==> config.mk <==
export PLATFORM = sky130hd
export DESIGN_NAME = shbp_port
export DESIGN_NICKNAME = d
export VERILOG_FILES = /design/src/core/shbp_pkg.sv /design/src/core/shbp_port.sv
export SDC_FILE = /design/constraint.sdc
export NUM_CORES = 1
export LEC_CHECK = 0
export ABC_AREA = 1
export BUFFER_PORTS_ARGS = -buffer_cell sky130_fd_sc_hd__buf_2
export CORE_MARGIN = 1
export CORE_UTILIZATION = 50
export CTS_BUF_LIST = sky130_fd_sc_hd__clkbuf_2 sky130_fd_sc_hd__clkbuf_4 sky130_fd_sc_hd__clkbuf_8
export CTS_CLUSTER_DIAMETER = 80
export DETAILED_ROUTE_END_ITERATION = 7
export PLACE_DENSITY = 0.77
export SYNTH_ARGS = -nofsm -noshare
export SYNTH_HDL_FRONTEND = slang
export SYNTH_SLANG_ARGS = --single-unit
==> constraint.sdc <==
create_clock -name clock -period 3.9 [get_ports clock]
set_input_delay 0.585 -clock clock [delete_from_list [all_inputs] [get_ports clock]]
set_output_delay 0.585 -clock clock [all_outputs]
set_load 0.02 [all_outputs]
==> src/core/shbp_pkg.sv <==
// Purpose: Shared constants for the slave host buffer port.
// Assumes: One clock; host strobes arrive synchronous to it.
// Notes:   Status bit layout, opcodes, port-2 pin roles, cycle length.
package shbp_pkg;

  // ----------------------------------------------------------------
  // Internal instruction encodings
  // ----------------------------------------------------------------
  localparam logic [7:0] OP_LOAD_STATUS = 8'h90;
  localparam logic [7:0] OP_EN_FLAGS = 8'hf5;
  localparam logic [7:0] OP_EN_DMA = 8'he5;

  // ----------------------------------------------------------------
  // Status byte fields
  // ----------------------------------------------------------------
  localparam int STAT_OUT_FULL = 0;
  localparam int STAT_IN_FULL = 1;
  localparam int STAT_CMD_DATA = 3;
  localparam int USER_LO = 4;
  localparam int USER_HI = 7;
  localparam logic [3:0] USER_RESET = 4'h0;
  localparam logic [7:0] BUF_RESET = 8'h00;

  // ----------------------------------------------------------------
  // Port-2 pin roles and reset level (quasi-bidirectional pins idle high)
  // ----------------------------------------------------------------
  localparam int P2_OUT_FULL = 4;
  localparam int P2_IN_FULL = 5;
  localparam int P2_DMA_REQ = 6;
  localparam int P2_DMA_ACK = 7;
  localparam logic [7:0] P2_RESET = 8'hff;

  // ----------------------------------------------------------------
  // Instruction cycle length in clocks
  // ----------------------------------------------------------------
  localparam int CYCLE_CLKS = 15;
  localparam logic [3:0] CYCLE_LAST = 4'(CYCLE_CLKS - 1);

  // Host access sequencer
  typedef enum logic [1:0] {HOST_IDLE, HOST_READ, HOST_WRITE} shbp_host_t;

endpackage : shbp_pkg

==> src/core/shbp_port.sv <==
// Purpose: Host-facing data bus buffers, status byte and flag pins.
// Assumes: Host strobes are synchronous; the internal CPU issues ops.
// Notes:   Strobes act on their trailing edge; status read locks updates.
`timescale 1ns/1ps

module shbp_port (
  input wire logic clock,
  input wire logic rst,
  input wire logic clkEn,
  // Host side
  input wire logic csN,
  input wire logic rdN,
  input wire logic wrN,
  input wire logic cmdDataSelect,
  input wire logic [7:0] busIn,
  output logic [7:0] busOut,
  output logic busOe,
  // Internal CPU side
  input wire logic opValid,
  input wire logic [7:0] opCode,
  input wire logic [7:0] accIn,
  input wire logic cpuOutWr,
  input wire logic [7:0] cpuOutData,
  input wire logic cpuInRd,
  output logic [7:0] inData,
  output logic [7:0] statusByte,
  output logic cycleStrobe,
  // Port 2 and expander
  input wire logic p2Wr,
  input wire logic [7:0] p2WrData,
  input wire logic dmaAckN,
  input wire logic expActive,
  input wire logic [3:0] expNibble,
  input wire logic expStrobe,
  output logic [7:0] p2Out,
  output logic expanderStrobePin
);
  import shbp_pkg::*;

  // ----------------------------------------------------------------
  // State
  // ----------------------------------------------------------------
  shbp_host_t state_q, state_d;
  logic [7:0] inBuf_q, outBuf_q, rdData_q, wrData_q, p2Latch_q;
  logic [3:0] userBits_q, pendUserBits_q, cyc_q;
  logic outFull_q, inFull_q, cmdFlag_q, wrA0_q, rdStatus_q, viaDma_q;
  logic pendObf_q, pendIbfClr_q, pendUser_q;
  logic flagsEn_q, dmaEn_q, dmaReq_q, sync_q, expStb_q;
  logic [7:0] p2Out_q;

  // ----------------------------------------------------------------
  // Decode
  // ----------------------------------------------------------------
  // All operands come in as arguments so each continuous assign re-evaluates on every change
  function automatic logic isOp(input logic take, input logic [7:0] code, input logic [7:0] want);
    return take && (code == want);
  endfunction : isOp

  // DMA acknowledge stands in for chip select on the data buffers
  wire dmaSel = dmaEn_q && !dmaAckN;
  wire hostSel = !csN || dmaSel;
  wire rdAct = hostSel && !rdN;
  wire wrAct = hostSel && !wrN && rdN;
  wire a0Eff = cmdDataSelect && !dmaSel;
  wire opTake = clkEn && opValid;
  wire opLoad = isOp(opTake, opCode, OP_LOAD_STATUS);
  wire opFlags = isOp(opTake, opCode, OP_EN_FLAGS);
  wire opDma = isOp(opTake, opCode, OP_EN_DMA);

  // Host sequencer: events fire when the strobe is released
  wire rdEnd = (state_q == HOST_READ) && !rdAct;
  wire wrEnd = (state_q == HOST_WRITE) && !wrAct;

  // Lock covers the sampling cycle and the whole status read
  wire statusLock = ((state_q == HOST_READ) && rdStatus_q) ||
                    ((state_q == HOST_IDLE) && rdAct && a0Eff);

  // Hardware flag updates; the set side wins a same-cycle clear
  wire obfSet = !statusLock && (cpuOutWr || pendObf_q);
  wire obfClr = rdEnd && !rdStatus_q;
  wire ibfSet = wrEnd;
  wire ibfClr = !statusLock && (cpuInRd || pendIbfClr_q);
  wire userApply = !statusLock && (opLoad || pendUser_q);
  wire [3:0] userSrc = opLoad ? accIn[USER_HI:USER_LO] : pendUserBits_q;
  wire drqSet = dmaEn_q && p2Wr && p2WrData[P2_DMA_REQ];
  wire drqClr = ((rdEnd || wrEnd) && viaDma_q) || opDma;

  wire [7:0] statusNow = {userBits_q, cmdFlag_q, 1'b0, inFull_q, outFull_q};

  // ----------------------------------------------------------------
  // Host access sequencer
  // ----------------------------------------------------------------
  always_comb begin
    state_d = state_q;
    unique case (state_q)
      HOST_IDLE: begin
        if (rdAct) begin
          state_d = HOST_READ;
        end else if (wrAct) begin
          state_d = HOST_WRITE;
        end
      end
      HOST_READ: begin
        if (!rdAct) begin
          state_d = HOST_IDLE;
        end
      end
      HOST_WRITE: begin
        if (!wrAct) begin
          state_d = HOST_IDLE;
        end
      end
      default: state_d = HOST_IDLE;
    endcase
  end

  // Sequencer register plus per-access latches
  always_ff @(posedge clock or posedge rst) begin
    if (rst) begin
      state_q <= HOST_IDLE;
      rdStatus_q <= 1'b0;
      wrA0_q <= 1'b0;
      viaDma_q <= 1'b0;
      rdData_q <= BUF_RESET;
      wrData_q <= BUF_RESET;
    end else if (clkEn) begin
      state_q <= state_d;
      if (state_q == HOST_IDLE) begin
        rdStatus_q <= a0Eff;
        viaDma_q <= dmaSel;
        rdData_q <= a0Eff ? statusNow : outBuf_q;
      end
      if (wrAct) begin
        wrData_q <= busIn;
        wrA0_q <= a0Eff;
      end
    end
  end

  // Bus drive follows the read strobe only
  assign busOe = (state_q == HOST_READ) && rdAct;
  assign busOut = rdData_q;

  // ----------------------------------------------------------------
  // Buffers and status byte
  // ----------------------------------------------------------------
  // Two independent buffers, one per direction
  always_ff @(posedge clock or posedge rst) begin
    if (rst) begin
      inBuf_q <= BUF_RESET;
      outBuf_q <= BUF_RESET;
    end else if (clkEn) begin
      if (wrEnd) begin
        inBuf_q <= wrData_q;
      end
      if (cpuOutWr) begin
        outBuf_q <= cpuOutData;
      end
    end
  end

  // Hardware flags; reset clears them all
  always_ff @(posedge clock or posedge rst) begin
    if (rst) begin
      outFull_q <= 1'b0;
      inFull_q <= 1'b0;
      cmdFlag_q <= 1'b0;
    end else if (clkEn) begin
      outFull_q <= obfSet ? 1'b1 : (obfClr ? 1'b0 : outFull_q);
      inFull_q <= ibfSet ? 1'b1 : (ibfClr ? 1'b0 : inFull_q);
      if (wrEnd) begin
        cmdFlag_q <= wrA0_q;
      end
    end
  end

  // Internal updates held back while the host reads status
  always_ff @(posedge clock or posedge rst) begin
    if (rst) begin
      pendObf_q <= 1'b0;
      pendIbfClr_q <= 1'b0;
      pendUser_q <= 1'b0;
      pendUserBits_q <= USER_RESET;
      userBits_q <= USER_RESET;
    end else if (clkEn) begin
      pendObf_q <= statusLock && (cpuOutWr || pendObf_q);
      pendIbfClr_q <= statusLock && (cpuInRd || pendIbfClr_q);
      pendUser_q <= statusLock && (opLoad || pendUser_q);
      if (opLoad) begin
        pendUserBits_q <= accIn[USER_HI:USER_LO];
      end
      if (userApply) begin
        userBits_q <= userSrc;
      end
    end
  end

  assign inData = inBuf_q;
  assign statusByte = statusNow;

  // ----------------------------------------------------------------
  // Port 2 and expander pins
  // ----------------------------------------------------------------
  // Pin modes latch on their enable ops and hold until reset
  always_ff @(posedge clock or posedge rst) begin
    if (rst) begin
      flagsEn_q <= 1'b0;
      dmaEn_q <= 1'b0;
      dmaReq_q <= 1'b0;
      p2Latch_q <= P2_RESET;
    end else if (clkEn) begin
      flagsEn_q <= flagsEn_q || opFlags;
      dmaEn_q <= dmaEn_q || opDma;
      dmaReq_q <= drqSet ? 1'b1 : (drqClr ? 1'b0 : dmaReq_q);
      if (p2Wr) begin
        p2Latch_q <= p2WrData;
      end
    end
  end

  // Pin values; the port bit gates each flag so a zero holds it low
  wire pinObf = flagsEn_q ? (p2Latch_q[P2_OUT_FULL] && outFull_q) : p2Latch_q[P2_OUT_FULL];
  wire pinIbf = flagsEn_q ? (p2Latch_q[P2_IN_FULL] && !inFull_q) : p2Latch_q[P2_IN_FULL];
  wire pinDrq = dmaEn_q ? dmaReq_q : p2Latch_q[P2_DMA_REQ];
  // Acknowledge pin floats high as an input once DMA is enabled
  wire pinDack = dmaEn_q ? 1'b1 : p2Latch_q[P2_DMA_ACK];
  wire [3:0] pinLow = expActive ? expNibble : p2Latch_q[3:0];

  // Registered pins keep data outputs glitch free
  always_ff @(posedge clock or posedge rst) begin
    if (rst) begin
      p2Out_q <= P2_RESET;
      expStb_q <= 1'b1;
    end else if (clkEn) begin
      p2Out_q <= {pinDack, pinDrq, pinIbf, pinObf, pinLow};
      expStb_q <= expActive ? expStrobe : 1'b1;
    end
  end

  assign p2Out = p2Out_q;
  assign expanderStrobePin = expStb_q;

  // ----------------------------------------------------------------
  // Instruction cycle strobe
  // ----------------------------------------------------------------
  // Free-running divider; one-clock pulse on each wrap
  always_ff @(posedge clock or posedge rst) begin
    if (rst) begin
      cyc_q <= 4'h0;
      sync_q <= 1'b0;
    end else if (clkEn) begin
      cyc_q <= (cyc_q == CYCLE_LAST) ? 4'h0 : cyc_q + 4'h1;
      sync_q <= (cyc_q == CYCLE_LAST);
    end
  end

  assign cycleStrobe = sync_q;
endmodule : shbp_port

==> impl_metrics.csv, run 1 <==
group,metric,value,unit
run_status,outcome,"finished clean",
yosys,synth.distinct_cells,31,
yosys,muxShareOfSynthArea,0.0239,
grt,grt_max_degree,47,
sta,worst_slack,1.84,ns
grt,gr-usage-met1,0.282,
grt,grt_pass1_vias,2593,
yosys,synth_simple_gate_area_frac,0.229,
grt,gr-usage-all-layers,0.217,
worst_setup_path,rr_endpoint,"cmdFlag_q",
worst_setup_path,ff2ff_setup_slack,2.39,ns
flow_run,max_cap_violations,0,
final_layout,nNetsFinal,514,
worst_setup_path,worstPathMaxFanout,6,
final_layout,n_antenna_cell,0,
die,die_h,83.2,um
die,core,6350,um^2
worst_hold_path,holdCritPathClass,"in2async",
placed_design,dpl.hpwl,5.00,mm
yosys,netlist_instances,367,
routing,first_iter_violations,124,
worst_setup_path,endpoint,"busOe",
worst_setup_path,cp.required,3.31,ns
placed_design,io_buffers,87,
routing,drtPass1Iterations,7,
final_layout,area_growth,21.5,%
worst_setup_path,crit_path_start_kind,"flop",
yosys,ys_ff_latch,76,
sta,maxSlewHeadroom,0.588,
grt,grt-busiest-layer,"met2",
routing,viasPerCell,4.93,
routing,drtAntennaViolNets,0,
placed_design,placed_area,3760,um^2
sta,tns,0,ns
sta,hold_viol,0,
yosys,synthAdderAreaFrac,0,
die,start_util,0.519,
clocking,clock_latency,0.33,ns
grt,use_met3,0.0447,
grt,grt_pass1_wl,11.8,mm
final_layout,drive_gt1_frac,0.323,
yosys,synth_top_family_by_area,"simple AND/OR/NAND/NOR gates",
yosys,ys_top_cells_by_area,"dfrtp_1, nand2_1, dfstp_2",
clocking,clk_pin_slew_worst_paths,0.08,ns
yosys,avgSynthCellArea,8.97,um^2
die,dieArea,6910,um^2
routing,dr_total_vias,2652,
sta,fmax,486,MHz
clocking,clock_sinks,76,
grt,antenna_found_initial,0,
yosys,yosysTopAreaCell,"dfrtp_1",
yosys,yosysTopAreaCellShare,0.448,
routing,wire_per_inst,12.6,um
grt,grt.overflow.total,0,
final_layout,fin_area,4000,um^2
clocking,cts_buffer_depth,2,
yosys,synthXorXnorAreaFrac,0,
clocking,cts-root-buf,"clkbuf_8",
placed_design,place_ws,1.76,ns
clocking,ctsResizeCount,0,
sta,worst_pin_slew,0.618,ns
power_and_ir_drop,power_density,622,nW/um^2
clocking,post_cts_buffers,0,
yosys,synth_compound_area_frac,0.0950,
final_layout,final_util,0.630,
yosys,syn_area,3290,um^2
grt,grtUsageMet2,0.360,
clocking,cts_max_level,3,
sta,maxSlewViolCount,0,
sta,setup_viol,0,
worst_setup_path,endpoint_kind,"output port",
sta,rsz0062_at_grt,"no",
power_and_ir_drop,p_leak,2.14,nW
die,num_rows,29,
yosys,seq_area_frac_synth,0.584,
worst_setup_path,rr_worst_depth,6,
yosys,syn_nets,425,
clocking,cts_buffers,9,
clocking,holdBufCountCts,0,
routing,drt-total-wl,6.79,mm
worst_setup_path,startpoint,"dmaEn_q",
placed_design,gp_congestion,0.791,
clocking,tritoncts,"built",
die,io_pins,93,
sta,skew,0.00563,ns
worst_setup_path,cp.arrival,1.47,ns
sta,hold_ws,0.323,ns
routing,drc,0,
power_and_ir_drop,ir_worst_vdd,0.342,mV
worst_setup_path,crit_type,"reg2out",
die,die_w,83.2,um
yosys,yosysWarningCount,0,
worst_setup_path,r2r-start,"dmaEn_q",
sta,fin_crit_sh,0.527,
sta,min_period,2.06,ns
## registers in the layout, summed over array words and instances, names as in the netlist, 2 cells and up
register,flops
busOut,8
inData,8
outBuf_q,8
p2Latch_q,8
p2Out,8
wrData_q,8
cyc_q,4
pendUserBits_q,4
userBits_q,4
state_q,2
## critical path, stage by stage, from the launching register on
cell and delay [ns]:
dfrtp_1 0.48, nand2_2 0.11, nand2_2 0.12, nand2_2 0.09, inv_2 0.07, nand2_1 0.07, inv_1 0.05, buf_2 0.15
## synth_stat cells, drive strengths merged
master / n
conb: 1
o21ai: 42
nand3: 16
nand4: 1
clkinv: 1
mux2: 7
dfstp: 17
buf: 8
nor2: 21
nor3: 3
a22o: 1
o41ai: 1
a21boi: 1
a21oi: 8
nor3b: 1
o211ai: 3
or2: 1
nand2: 134
dfrtp: 59
clkbuf: 2
inv: 39
## area by class of cell
cell class	instances	area, um^2
multi-input combinational	241	1150
sequential	76	1920
clock inverter	7	115
fill	531	2350
timing repair buffer	88	443
clock buffer	9	124
tap	77	96.3
inverter	40	150
## layout by cell type, fill, tap and decap left out, types with 2 or more instances in the layout
master	netlist	routed
mux2_2	7	7
clkbuf_8	0	9
bufinv_16	0	3
nor2_2	2	2
nor2_1	18	18
inv_1	32	31
nand3_2	2	2
o211ai_1	3	3
a21oi_1	7	7
clkinv_1	1	2
nand2_1	128	128
nand2_2	6	6
buf_2	1	87
dfrtp_1	59	59
dfstp_2	17	17
nand3_1	13	13
o21ai_1	24	24
inv_2	7	8
o21ai_0	18	18
nor3_1	3	3
## report_power, final
| part | switching [mW] | internal [mW] | total [mW] |
|---|---|---|---|
| registers | 0.111 | 1.00 | 1.11 |
| clock network | 0.286 | 0.423 | 0.709 |
| logic | 0.436 | 0.235 | 0.671 |
## logic make-up (layout without fill, tap and decap cells)
group                  after synthesis  after routing
and+or+nand+nor                    177            177
DFF                                 76             76
AOI/OAI and AO/OA                   56             56
buffers and inverters               50            144
muxes                                7              7
other                                1              1
## metal layers
layer / wire (um) / share of wire / up-vias
li1: - / - / 1341
met1: 3050 / 0.45 / 1241
met2: 3440 / 0.51 / 62
met3: 219 / 0.032 / 8
met4: 88 / 0.013 / 0
met5: 0 / 0 / -
## worst min path at each step
| stage | startpoint | endpoint | slack [ns] | depth (start not counted) |
|---|---|---|---|---|
| CTS | rst | inData[6] | 0.34 | 2 |
| global route | rst | wrData_q[6] | 0.37 | 2 |
| detailed placement | p2Out[7] | p2Out[7] | 0.46 | 2 |
| finish | rst | wrData_q[6] | 0.32 | 2 |
| floorplan | flagsEn_q | flagsEn_q | 0.42 | 2 |
| global placement | flagsEn_q | flagsEn_q | 0.45 | 2 |
## stage by stage
stage	instances	power, mW
2_1_floorplan	367	1.59
3_3_place_gp	522	1.77
3_5_place_dp	522	1.80
4_1_cts	538	2.51
5_1_grt	538	2.65
6_report	538	2.49
Power figures use the tool's default switching activity.
==> run 2: changes to the inputs <==
- ABC_AREA: 1 -> 0
- clock period: 3.9 -> 2 ns (I/O delays scaled with it)
==> impl_metrics.csv, run 2 <==
group,metric,value,unit
grt,gr-usage-all-layers,0.210,
final_layout,n_antenna_cell,0,
placed_design,placed_area,3740,um^2
grt,grt_pass1_vias,2294,
yosys,async_reset_ff_frac,1.00,
yosys,synthXorXnorAreaFrac,0,
final_layout,final_common_cell,"buf_2",
final_layout,drive_gt1_frac,0.479,
placed_design,io_buffers,87,
worst_setup_path,cp.arrival,1.52,ns
die,die_h,82.4,um
power_and_ir_drop,ir_worst_vdd,0.784,mV
clocking,cts_buffer_depth,2,
yosys,netlist_instances,261,
routing,drc,0,
clocking,clock_sinks,76,
yosys,synth_top_family_by_area,"multiplexers",
die,num_rows,28,
grt,grt.overflow.total,0,
flow_run,max_cap_violations,0,
routing,dr_total_vias,2308,
placed_design,place_ws,0.229,ns
clocking,tritoncts,"built",
yosys,synth_simple_gate_area_frac,0.0963,
yosys,netlist_top_cells_count,"dfrtp_1, mux2_2, nand2_1, o21ai_0, dfstp_2",
sta,hold_viol,0,
grt,antenna_found_initial,0,
routing,drtAntennaViolNets,0,
routing,viasPerCell,5.34,
sta,maxSlewViolCount,0,
final_layout,final_cell_count_no_fill,432,
yosys,yosysWarningCount,0,
power_and_ir_drop,p_leak,1.94,nW
run_status,outcome,"finished clean",
clocking,post_cts_buffers,0,
worst_setup_path,crit_path_start_kind,"flop",
clocking,cts_buffers,9,
final_layout,nNetsFinal,410,
die,start_util,0.531,
clocking,cts-root-buf,"clkbuf_8",
worst_hold_path,holdCritPathClass,"in2reg",
die,dieArea,6800,um^2
yosys,synthAdderAreaFrac,0,
clocking,ctsResizeCount,0,
placed_design,dpl.hpwl,4.60,mm
sta,skew,0.00813,ns
worst_setup_path,cp.required,1.70,ns
final_layout,area_growth,21.9,%
die,core,6100,um^2
sta,worst_slack,0.184,ns
worst_setup_path,worstPathMaxFanout,5,
routing,drtPass1Iterations,4,
sta,fmax,551,MHz
sta,hold_ws,0.170,ns
sta,tns,0,ns
yosys,yosysTopAreaCellShare,0.456,
yosys,avgSynthCellArea,12.4,um^2
placed_design,gp_congestion,0.753,
grt,grt_pass1_wl,10.3,mm
routing,first_iter_violations,117,
routing,wire_per_inst,14.9,um
clocking,holdBufCountCts,1,
power_and_ir_drop,total_power,4.01,mW
grt,grt_max_degree,57,
clocking,cts_max_level,3,
routing,drt-total-wl,6.45,mm
clocking,clock_latency,0.35,ns
final_layout,final_cell_mix,"buf_2, dfrtp_1, mux2_2, nand2_1, o21ai_0",
die,die_w,82.4,um
yosys,ys_ff_latch,76,
sta,rsz0062_at_grt,"no",
yosys,synth.distinct_cells,40,
clocking,clk_pin_slew_worst_paths,0.08,ns
yosys,synth_ff_type,"dfrtp_1",
yosys,ys_top_cells_by_area,"dfrtp_1, dfstp_2, mux2_2",
sta,fin_crit_sh,0.908,
yosys,seq_area_frac_synth,0.594,
placed_design,dp_cells,415,
sta,setup_viol,0,
worst_setup_path,endpoint_kind,"output port",
power_and_ir_drop,power_density,1020,nW/um^2
die,io_pins,93,
final_layout,final_util,0.647,
yosys,syn_nets,319,
yosys,syn_area,3240,um^2
worst_setup_path,crit_type,"reg2out",
yosys,muxShareOfSynthArea,0.169,
yosys,synth_most_common_cell,"dfrtp_1",
yosys,synth_edf_count,0,
final_layout,fin_area,3940,um^2
yosys,synth_compound_area_frac,0.106,
yosys,yosysTopAreaCell,"dfrtp_1",
sta,min_period,1.82,ns
## run 2: cell count changes in the layout (fill, tap and decap cells not counted), moves of 8 or more
cell,change
nand2_1,-100
mux2i_1,+13
nand3_1,-8
o21ai_1,-24
inv_1,-25
mux2_2,+30
## run 2: critical path: stages, from the launching register on
cell	delay [ns]
dfrtp_1	0.45
nand2b_2	0.13
a21o_1	0.23
nor3_1	0.15
buf_2	0.20
## run 2: per-layer routing
metal / share of wire / GRT usage
met2: 0.48 / 0.358
met3: 0.065 / 0.0440
met4: 0.019 / 0.109
met5: 0 / 0
met1: 0.44 / 0.249
## run 2: cell families (layout without fill, tap and decap cells)
group / count (synthesis) / in the layout
other: 1 / 1
flip-flops: 76 / 76
AO/OA/AOI/OAI: 54 / 54
multiplexers: 50 / 50
buffers and inverters: 21 / 117
AND/OR/NAND/NOR: 59 / 59
## run 2: power breakdown
group | total, mW | switching (mW) | leakage (nW) | internal, mW
logic | 0.841 | 0.469 | 0.912 | 0.372
registers | 2.04 | 0.183 | 0.923 | 1.85
clock network | 1.13 | 0.532 | 0.103 | 0.597
## run 2: area by class of cell
cell class	count	area [um^2]
inverter	8	33.8
clock buffer	10	138
sequential	76	1920
fill	507	2150
timing repair buffer	93	495
tap	75	93.8
clock inverter	6	53.8
multi-input combinational	164	1210
## run 2: worst paths after layout
| kind | slack, ns | depth (start not counted) | start | to |
|---|---|---|---|---|
| worst max-delay path | 0.18 | 4 | dmaEn_q | busOe |
| worst min-delay path | 0.17 | 2 | expStrobe | expanderStrobePin |
| worst max register to register | 0.29 | 4 | dmaEn_q | wrData_q[3] |
| worst min register to register | 0.48 | 2 | busOut[4] | busOut[4] |
| max in group asynchronous | 0.78 | 4 | rst | p2Latch_q[4] |
| min in group asynchronous | 0.54 | 3 | rst | inData[7] |
==> run 3: changes to the inputs <==
- CAP_MARGIN: not set -> 15
- CORE_UTILIZATION: 50 -> 53
- CTS_BUF_LIST: sky130_fd_sc_hd__clkbuf_2 sky130_fd_sc_hd__clkbuf_4 sky130_fd_sc_hd__clkbuf_8 -> sky130_fd_sc_hd__clkbuf_8
- PLACE_DENSITY: 0.77 -> 0.81
==> impl_metrics.csv, run 3 (synthesis results as in run 2) <==
group,metric,value,unit
placed_design,dpl.hpwl,4.78,mm
die,dieArea,6420,um^2
final_layout,nNetsFinal,411,
worst_setup_path,crit_type,"reg2out",
worst_setup_path,rr_worst_depth,4,
worst_hold_path,holdCritPathClass,"in2async",
routing,drtAntennaViolNets,0,
worst_setup_path,startpoint,"dmaEn_q",
grt,use_met3,0.0455,
clocking,cts_buffer_depth,2,
final_layout,final_common_cell,"buf_2",
placed_design,gp_congestion,0.742,
die,core,5920,um^2
die,io_pins,93,
worst_setup_path,slowest_stage,"dfrtp_1",
worst_setup_path,r2r-start,"dmaEn_q",
clocking,clk_pin_slew_worst_paths,0.08,ns
clocking,cts-root-buf,"clkbuf_8",
final_layout,final_cell_count_no_fill,433,
worst_setup_path,cp.arrival,1.49,ns
grt,gr-usage-all-layers,0.225,
sta,maxSlewViolCount,0,
placed_design,io_buffers,87,
sta,fmax,559,MHz
worst_setup_path,critPathBufInv,1,
flow_run,max_cap_violations,0,
final_layout,drive_gt1_frac,0.486,
clocking,clock_sinks,76,
final_layout,area_growth,22.4,%
grt,grtUsageMet2,0.352,
worst_setup_path,path_cells,"nand2b_2 -> a21o_1 -> nor3_1 -> buf_2",
sta,fin_crit_sh,0.894,
power_and_ir_drop,ir_worst_vdd,0.728,mV
grt,grt_pass1_wl,10.6,mm
routing,drtPass1Iterations,4,
routing,viasPerCell,5.30,
sta,setup_viol,0,
clocking,cts_buffers,9,
grt,grt-busiest-layer,"met2",
final_layout,n_antenna_cell,0,
worst_setup_path,endpoint_kind,"output port",
routing,first_iter_violations,94,
worst_setup_path,worstPathMaxFanout,5,
sta,tns,0,ns
worst_setup_path,crit_path_start_kind,"flop",
sta,skew,0.00739,ns
grt,gr-usage-met1,0.298,
sta,rsz0062_at_grt,"no",
worst_setup_path,cp.depth,4,
final_layout,final_cell_mix,"buf_2, dfrtp_1, mux2_2, nand2_1, o21ai_0",
power_and_ir_drop,p_leak,1.94,nW
die,die_w,80.1,um
sta,worst_pin_slew,0.663,ns
clocking,holdBufCountCts,0,
routing,drc,0,
worst_setup_path,rr_endpoint,"wrData_q[4]",
sta,maxSlewHeadroom,0.557,
worst_setup_path,cp.required,1.70,ns
power_and_ir_drop,power_density,1020,nW/um^2
clocking,clock_latency,0.35,ns
run_status,outcome,"finished clean",
worst_setup_path,cpPeakStageDelay,0.45,ns
clocking,tritoncts,"built",
routing,drt-total-wl,6.55,mm
grt,grt_max_degree,32,
placed_design,dp_cells,417,
grt,grt_pass1_vias,2241,
sta,min_period,1.79,ns
clocking,ctsResizeCount,0,
die,num_rows,28,
sta,hold_viol,0,
die,start_util,0.546,
clocking,cts_max_level,3,
worst_setup_path,crit_family,"flip-flops",
routing,wire_per_inst,15.1,um
die,die_h,80.1,um
final_layout,fillers,472,
clocking,post_cts_buffers,0,
worst_setup_path,ff2ff_setup_slack,0.30,ns
routing,dr_total_vias,2295,
grt,antenna_found_initial,0,
grt,grt.overflow.total,0,
==> run 3: cell types whose count changed in the layout (fill, tap and decap cells not counted) <==
cell / previous run / this run
buf_4: 4 / 6
clkinv_1: 1 / 0
clkinv_2: 4 / 2
clkinv_4: 0 / 1
clkinvlp_4: 1 / 3
dlygate4sd3_1: 1 / 0
==> run 3: worst max path at each step <==
stage | to | slack, ns
after floorplan | userBits_q[0] | 0.43
after detailed placement | busOut[2] | 0.25
final | busOe | 0.21
after global placement | wrData_q[7] | 0.28
after CTS | busOe | 0.20
after global routing | busOe | 0.14
==> run 3: stage by stage <==
| stage | utilization | total power [mW] | setup WS (ns) | hold slack [ns] | instance area, um^2 |
|---|---|---|---|---|---|
| 5_1_grt | 0.669 | 4.27 | 0.143 | 0.0697 | 3960 |
| 6_report | 0.669 | 4.06 | 0.212 | 0.0229 | 3960 |
| 4_1_cts | 0.669 | 4.10 | 0.203 | 0.0293 | 3960 |
| 2_1_floorplan | - | 2.61 | 0.432 | 0.428 | 3240 |
| 3_3_place_gp | 0.635 | 2.87 | 0.279 | 0.396 | 3760 |
| 3_5_place_dp | 0.635 | 2.92 | 0.246 | 0.401 | 3760 |
==> run 3: routing by layer <==
metal,share of wire,vias to the layer above
li1,-,1103
met1,0.46,1110
met2,0.46,73
met3,0.054,9
met4,0.019,0
met5,0,-
==> run 3: report_power, final <==
part	internal, mW	switching [mW]	leakage [nW]	total (mW)
Sequential	1.85	0.185	0.923	2.04
Combinational	0.373	0.475	0.917	0.848
Clock	0.608	0.563	0.0983	1.17
Total	2.84	1.22	1.94	4.06
==> run 3: cell type report <==
cell class | instances | area [um^2] | area share
clock buffers | 10 | 138 | 0.0348
clock inverters | 6 | 63.8 | 0.0161
inverters | 8 | 33.8 | 0.00853
multi-input cells | 164 | 1210 | 0.305
flip-flops and latches | 76 | 1920 | 0.486
well taps | 75 | 93.8 | 0.0237
repair buffers | 94 | 500 | 0.126
==> run 3: worst register-to-register path: cells and delay by family (launching register included) <==
family          cells  cell delay, ns
flops               1            0.45
simple gates        2            0.36
mux                 1            0.38
compound gates      1            0.39
